--- config.mk ---
export PLATFORM = sky130hd
export DESIGN_NAME = mm_range_ctrl
export DESIGN_NICKNAME = d
export VERILOG_FILES = /design/src/mm_range_pkg.sv /design/src/range_stability.sv /design/src/mm_range_ctrl.sv
export SDC_FILE = /design/constraint.sdc
export NUM_CORES = 1
export LEC_CHECK = 0
export ABC_AREA = 1
export BUFFER_PORTS_ARGS = -buffer_cell sky130_fd_sc_hd__buf_2
export CAP_MARGIN = 0
export CORE_ASPECT_RATIO = 1.4
export CORE_MARGIN = 2
export CORE_UTILIZATION = 39
export CTS_BUF_LIST = sky130_fd_sc_hd__clkbuf_2
export DETAILED_ROUTE_END_ITERATION = 12
export GPL_TIMING_DRIVEN = 0
export PLACE_DENSITY = 0.66
export SLEW_MARGIN = 0
export SYNTH_ARGS = -nofsm -noshare
export SYNTH_HDL_FRONTEND = slang
export SYNTH_HIERARCHICAL = 1
export SYNTH_SLANG_ARGS = --single-unit
--- constraint.sdc ---
create_clock -name mclk -period 1.9 [get_ports mclk]
set_input_delay 0.285 -clock mclk [delete_from_list [all_inputs] [get_ports mclk]]
set_output_delay 0.285 -clock mclk [all_outputs]
set_load 0.05 [all_outputs]
--- src/mm_range_pkg.sv ---
// package of constants and types for the multimeter mode and range control
package mm_range_pkg;

    // ************************************************************
    // measuring modes
    // ************************************************************
    localparam logic [7:0] MODE_DC_VOLT  = 8'h00;
    localparam logic [7:0] MODE_AC_VOLT  = 8'h01;
    localparam logic [7:0] MODE_DC_CURR  = 8'h02;
    localparam logic [7:0] MODE_AC_CURR  = 8'h03;
    localparam logic [7:0] MODE_RESET    = MODE_DC_VOLT;

    // ************************************************************
    // measuring ranges (power of ten codes)
    // ************************************************************
    localparam logic [7:0] RANGE_300MV   = 8'hFF;
    localparam logic [7:0] RANGE_3V      = 8'h00;
    localparam logic [7:0] RANGE_30V     = 8'h01;
    localparam logic [7:0] RANGE_300V    = 8'h02;
    localparam logic [7:0] RANGE_RESET   = RANGE_300MV;

    // ************************************************************
    // autorange decision
    // ************************************************************
    localparam int         STABLE_COUNT  = 8;
    localparam logic [3:0] STABLE_RESET  = 4'h0;
    localparam logic [31:0] VALUE_RESET  = 32'h0000_0000;

    // cyclic control data from the master
    typedef struct packed {
        logic       disable_auto_ranging_flag;
        logic [7:0] control_mode_field;
        logic [7:0] control_range_field;
    } cyclic_control_t;

    // measured sample offered by the converter
    typedef struct packed {
        logic        valid;
        logic [7:0]  range;
        logic [31:0] value;
    } sample_t;

endpackage : mm_range_pkg

--- src/range_stability.sv ---
// counter of successive samples that fall in one measuring range
module range_stability
    import mm_range_pkg::*;
#(
    parameter int NEEDED = STABLE_COUNT
) (
    // clock and reset
    input  wire logic       mclk,
    input  wire logic       rstn,
    // samples
    input  wire logic       sample_valid,
    input  wire logic [7:0] sample_range,
    input  wire logic       restart,
    // decision
    output logic            stable,
    output logic [7:0]      stable_range
);

    logic [3:0] count_q;
    logic [7:0] last_q;

    // ************************************************************
    // run counter
    // ************************************************************
    // the counter saturates so a steady input keeps deciding every sample
    always_ff @(posedge mclk or negedge rstn) begin
        if (!rstn) begin
            count_q <= STABLE_RESET;
            last_q  <= RANGE_RESET;
        end else if (restart) begin
            count_q <= STABLE_RESET;
        end else if (sample_valid) begin
            last_q <= sample_range;
            if (count_q == 4'h0 || sample_range != last_q) begin
                count_q <= 4'h1;
            end else if (count_q < 4'(NEEDED)) begin
                count_q <= count_q + 4'h1;
            end
        end
    end

    assign stable       = (count_q == 4'(NEEDED));
    assign stable_range = last_q;

endmodule : range_stability

--- src/mm_range_ctrl.sv ---
// mode selection, autorange decision and measured value hold of the multimeter
// Behaviour
// RL1: after reset measure DC voltage, mode 0, with autorange active
// RL2: disable flag true makes the control range field the effective range
// RL3: master drops cyclic control before configuring through parameters
// RL4: control mode field value 0 selects DC voltage measurement
// RL5: scaled value is signed 32 bit, one step per microvolt or microampere
// RL6: report the range in effect; code 1 means 30 V / 10 A
// RL7: autorange commits only after eight successive samples in one range
// RL8: without an autorange decision hold value and keep update toggle
// RL9: master should fix the range itself for rapidly changing inputs
// RL10: with disable flag false the control range field is ignored
module mm_range_ctrl
    import mm_range_pkg::*;
#(
    parameter int NEEDED = STABLE_COUNT
) (
    // clock and reset
    input  wire logic            mclk,
    input  wire logic            rstn,
    // cyclic control from the master
    input  wire logic            cyclic_control_mapped,
    input  wire cyclic_control_t cyclic_control_object,
    // parameter object settings
    input  wire logic            param_disable_auto_ranging,
    input  wire logic [7:0]      param_mode,
    input  wire logic [7:0]      param_range,
    // converter samples, scaled to one microvolt or microampere per step
    input  wire sample_t         sample,
    // converter steering
    output logic [7:0]           mode_q,
    output logic [7:0]           range_q,
    // report to the master
    output logic signed [31:0]   measured_value_q,
    output logic                 input_update_toggle_q,
    output logic                 autorange_disabled_q
);

    // ************************************************************
    // source selection
    // ************************************************************
    // cyclic control wins while mapped; parameters act only once it is removed
    logic       manual_d;
    logic [7:0] mode_d;
    logic [7:0] manual_range_d;
    logic       stable;
    logic [7:0] stable_range;
    logic       mode_change;

    always_comb begin
        // RL3 parameter path
        if (cyclic_control_mapped) begin
            manual_d       = cyclic_control_object.disable_auto_ranging_flag;
            mode_d         = cyclic_control_object.control_mode_field;
            manual_range_d = cyclic_control_object.control_range_field;
        end else begin
            manual_d       = param_disable_auto_ranging;
            mode_d         = param_mode;
            manual_range_d = param_range;
        end
    end

    assign mode_change = (mode_d != mode_q);

    // ************************************************************
    // mode register
    // ************************************************************
    // RL1 reset mode
    // RL4 mode zero is dc voltage
    always_ff @(posedge mclk or negedge rstn) begin
        if (!rstn) begin
            mode_q <= MODE_RESET;
        end else begin
            mode_q <= mode_d;
        end
    end

    // RL1 autorange active after reset
    always_ff @(posedge mclk or negedge rstn) begin
        if (!rstn) begin
            autorange_disabled_q <= 1'b0;
        end else begin
            autorange_disabled_q <= manual_d;
        end
    end

    // ************************************************************
    // autorange decision
    // ************************************************************
    // RL7 eight samples in one range
    range_stability #(
        .NEEDED       (NEEDED)
    ) u_stability (
        .mclk         (mclk),
        .rstn         (rstn),
        .sample_valid (sample.valid),
        .sample_range (sample.range),
        .restart      (mode_change | manual_d),
        .stable       (stable),
        .stable_range (stable_range)
    );

    // ************************************************************
    // effective range
    // ************************************************************
    // a mode change keeps the old range until autorange decides again
    // three ways the range register can move on the next edge
    typedef enum logic [1:0] {
        SEL_HOLD,
        SEL_MANUAL,
        SEL_AUTO
    } range_sel_t;

    // decision signals shared by the range and value registers
    range_sel_t         range_sel;
    logic               publish;
    logic [7:0]         range_d;
    logic signed [31:0] value_d;
    logic               toggle_d;

    // ************************************************************
    // publish decision
    // ************************************************************
    // a sample counts only when the range behind it is settled
    always_comb begin
        publish = 1'b0;
        if (sample.valid) begin
            if (manual_d) begin
                // RL2 fixed range decided
                publish = 1'b1;
            end else if (stable) begin
                // RL7 eight equal samples
                publish = 1'b1;
            end else begin
                // RL8 no decision yet
                publish = 1'b0;
            end
        end
    end

    // ************************************************************
    // range selection
    // ************************************************************
    // the auto range moves only with a published sample, never ahead of the value
    always_comb begin
        if (manual_d) begin
            range_sel = SEL_MANUAL;
        end else if (publish) begin
            range_sel = SEL_AUTO;
        end else begin
            range_sel = SEL_HOLD;
        end
    end

    // next range for each selection
    always_comb begin
        case (range_sel)
            SEL_MANUAL: begin
                // RL2 manual range applies
                range_d = manual_range_d;
            end
            SEL_AUTO: begin
                // RL10 control range ignored
                range_d = stable_range;
            end
            SEL_HOLD: begin
                range_d = range_q;
            end
            default: begin
                range_d = range_q;
            end
        endcase
    end

    // ************************************************************
    // range register
    // ************************************************************
    // RL6 report range in effect
    always_ff @(posedge mclk or negedge rstn) begin
        if (!rstn) begin
            range_q <= RANGE_RESET;
        end else begin
            range_q <= range_d;
        end
    end

    // ************************************************************
    // next value and toggle
    // ************************************************************
    // a frozen sample leaves both outputs exactly as the master last saw them
    always_comb begin
        value_d  = measured_value_q;
        toggle_d = input_update_toggle_q;
        if (publish) begin
            // RL5 signed microunit value
            value_d  = signed'(sample.value);   // no rescaling, steps arrive in microunits
            toggle_d = ~input_update_toggle_q;
        end
    end

    // ************************************************************
    // measured value register
    // ************************************************************
    // RL8 freeze without decision
    always_ff @(posedge mclk or negedge rstn) begin
        if (!rstn) begin
            measured_value_q <= VALUE_RESET;
        end else begin
            measured_value_q <= value_d;
        end
    end

    // ************************************************************
    // update toggle register
    // ************************************************************
    // RL8 toggle kept while frozen
    // the master can only tell a new value from a frozen one by this bit
    always_ff @(posedge mclk or negedge rstn) begin
        if (!rstn) begin
            input_update_toggle_q <= 1'b0;
        end else begin
            input_update_toggle_q <= toggle_d;
        end
    end

endmodule : mm_range_ctrl

==> results.py <==
metrics = {
    "cells_and_area": {
        "utilization_pct": 57.47,
        "synthToLayoutAreaGrowth_pct": 43.32,
        "design_area_sq_um": 4230,
        "seqCellArea_sq_um": 1572,
        "multi_input_area_sq_um": 1087,
        "final_layout_size_suffix_gt1_share_pct": 32.66,
        "diodes": 0,
        "instances_no_fill": 639,
        "num-fill-cells": 672,
        "fin_nets": 617,
    },
    "sta": {
        "finalCritPeriodShare_pct": 92.12,
        "finalMaxSlewViolations": 0,
        "slew_headroom_pct": 47.95,
        "tightest_slew_ns": 0.7808,
        "hold_violations": 0,
        "rsz0062_at_grt": "false",
        "setup_viol": 0,
        "max_freq_mhz": 571.4,
        "worst_slack_ns": 0.1498,
        "fin_skew_ns": 0.01251,
        "layout_min_cycle_time_ns": 1.750,
    },
    "critical_path": {
        "startpoint_type": "input pin",
        "reg2reg_depth": 9,
        "startpoint": "param_mode[1]",
        "reg2reg_to": "measured_value_q[28]$_DFFE_PN0P_",
        "worstPathRequired_ns": 2.34,
        "reg2reg_from": "u_stability/count_q[0]$_DFFE_PN0P_",
        "endpoint_kind": "flip-flop",
        "worst_ep_arrival_time_ns": 2.19,
        "crit_type": "in2reg",
        "worstSetupEndpoint": "u_stability/count_q[1]$_DFFE_PN0P_",
        "critPathMaxFanout": 8,
        "r2r_slack_ns": 0.15,
    },
    "synth": {
        "syn_inst": 360,
        "yosys_warnings": 6,
        "syn_area_sq_um": 2952,
        "seq_area_frac_synth_pct": 53.24,
        "synthDistinctLibCells": 24,
        "synth.ff_latch_count": 62,
        "synth_area_per_cell_sq_um": 8.199,
        "synth_fp_nets": 440,
    },
    "pwr": {
        "p_per_area_nw_per_um2": 885.8,
        "ir_drop_mv": 0.4522,
        "total_power_mw": 3.747,
        "cellLeakagePower_nw": 2.320,
    },
    "global_route": {
        "grt_pass1_vias": 2890,
        "track_usage_pct": 20.02,
        "grt_max_degree": 63,
        "grt_overflow": 0,
        "antenna_found_initial": 0,
        "grt_pass1_wl_microns": 12990,
    },
    "detailed_routing": {
        "wirelength_microns": 7986,
        "via_per_inst": 4.737,
        "detail_route.first_pass.iterations": 4,
        "ant_nets": 0,
        "vias": 3027,
        "drt_iter0_drc": 105,
        "wire_per_inst_microns": 12.50,
        "route.detailed.drc": 0,
    },
    "clocking": {
        "clockBufferDepth": 2,
        "clock_latency_ns": 0.49,
        "clockRootBuffer": "clkbuf_2",
        "cts_tree": "done",
        "cts_buffers": 9,
        "cts_sinks": 62,
        "cts.clk_slew.worst_paths_ns": 0.17,
        "htreeDepth": 3,
    },
    "floorplanning": {
        "coreArea_sq_um": 7361,
        "num_rows": 37,
        "die-area_sq_um": 8290,
        "fp.dieW_microns": 77.53,
        "start_util_pct": 40.10,
        "pin_count": 128,
        "die_h_microns": 106.9,
    },
    "placement": {
        "routabilityCongestion": 0.7725,
        "hpwl_microns": 5748,
        "place_area_sq_um": 3704,
        "placed_cells": 583,
        "post-place-ws_ns": -0.2730,
        "port_buffers": 126,
    },
    "flow_run": {
        "drv_cap": 0,
    },
    "hold_path": {
        "hold_start": "sample[19]",
        "hp-class": "in2reg",
    },
    "run_status": {
        "run_status": "completed",
    },
}
[metal layers]
metal	global-route usage, %	vias up	wire [microns]
met3	5.556	11	457
met2	34.84	112	4050
met4	7.653	0	113
met1	23.32	1405	3365
li1	-	1499	-
met5	0	-	0
[timing repair]
item | in CTS | in global routing
endpoints found under the setup margin | 37 | 4
setup buffers | 2 | 0
hold buffers | 34 | 4
pin swaps | 1 | 0
hold endpoints to repair | 28 | 49
resized for setup | 1 | 2
[power breakdown]
group          internal, mW  total (mW)  switching, mW
Sequential             1.52        1.62          0.102
Clock                 0.427       0.887          0.460
Combinational         0.355        1.24          0.881
Total                  2.31        3.75           1.44
[layout make-up]
type	count	share of cell area, %
multi-input cells	225	25.70
flip-flops and latches	62	37.15
clock inverters	6	1.804
plain buffers	16	1.923
inverters	57	5.058
clock buffers	10	1.183
repair buffers	166	24.31
well taps	97	2.869
[layout by cell type, fill, tap and decap left out]
cell / count
inv_2: 1
ha_1: 2
a21oi_1: 9
clkinv_2: 1
clkbuf_1: 1
clkbuf_2: 11
nor2_1: 5
nor2_2: 1
nand2_1: 106
dfrtp_1: 46
o21ai_0: 45
nand4_1: 10
and2_2: 1
buf_4: 4
xnor2_1: 6
nand3b_1: 1
nand2_2: 1
inv_1: 56
xor2_1: 2
dlygate4sd3_1: 38
dfstp_2: 16
bufinv_16: 2
nand3_1: 25
nor4_1: 1
buf_2: 138
clkinv_1: 3
o21ai_4: 1
o211ai_1: 9
[synthesized netlist by cell type]
| cell | number | area (sq um) |
|---|---|---|
| ha_1 | 2 | 25.02 |
| nand4_1 | 10 | 62.56 |
| o21ai_0 | 45 | 225.2 |
| inv_1 | 56 | 210.2 |
| xnor2_1 | 6 | 52.55 |
| o211ai_1 | 9 | 67.56 |
| dfstp_2 | 16 | 420.4 |
| o21ai_4 | 1 | 16.27 |
| buf_2 | 12 | 60.06 |
| and2_2 | 1 | 7.510 |
| nor2_2 | 1 | 6.260 |
| nand2_2 | 1 | 6.260 |
| nor4_1 | 1 | 6.260 |
| xor2_1 | 2 | 17.52 |
| inv_2 | 1 | 3.750 |
| buf_4 | 1 | 7.510 |
| nor2_1 | 5 | 18.77 |
| nand2_1 | 106 | 397.9 |
| dfrtp_1 | 46 | 1151 |
| a21oi_1 | 9 | 45.04 |
| buf_1 | 1 | 3.750 |
| nand3b_1 | 1 | 7.510 |
| nand3_1 | 25 | 125.1 |
| clkbuf_1 | 2 | 7.510 |
[logic make-up (layout without fill, tap and decap cells)]
kind of cell / count (synthesis) / after routing / share of synthesized area, %
xor+xnor: 8 / 8 / 2.374
buf+inv: 73 / 255 / 9.919
compound gates: 64 / 64 / 12.00
simple gates: 151 / 151 / 21.62
flops: 62 / 62 / 53.24
fa+ha+maj: 2 / 2 / 0.8477
[flip-flops by register name, indices dropped and copies added (netlist names)]
register,cells
input_update_toggle_q,1
u_stability/count_q,4
mode_q,8
range_q,8
autorange_disabled_q,1
u_stability/stable_range,8
measured_value_q,32
[how the worst min path moves through the flow]
stage | endpoint | slack, ns | cells after the start
2_1_floorplan | autorange_disabled_q$_DFF_PN0_ | -0.01 | 0
4_1_cts | measured_value_q[30]$_DFFE_PN0P_ | 0.00003 | 3
5_1_grt | measured_value_q[19]$_DFFE_PN0P_ | 0.001 | 3
3_3_place_gp | measured_value_q[26]$_DFFE_PN0P_ | 0.46 | 2
3_5_place_dp | input_update_toggle_q$_DFFE_PN0P_ | 0.46 | 1
6_report | measured_value_q[19]$_DFFE_PN0P_ | 0.04 | 3
[through the flow]
step | TNS, ns | hold WS [ns]
after global routing | 0 | 0.001153
after floorplan | 0 | -0.01059
after global placement | -2.701 | 0.4644
final | 0 | 0.03828
after CTS | 0 | 0.00003253
after detailed placement | -2.809 | 0.4616
[worst max-delay path, cell delays in order]
cell and delay, ns:
dlygate4sd3_1 0.53, buf_2 0.12, nand2_1 0.08, nand2_1 0.07, nand2_1 0.06, nand2_1 0.04, inv_1 0.05, nand2_1 0.04
nor2_1 0.09, nand3_1 0.10, inv_1 0.16, nand2_1 0.13, inv_1 0.23, nand4_1 0.13, nand2_1 0.08
Power figures use the tool's default switching activity.
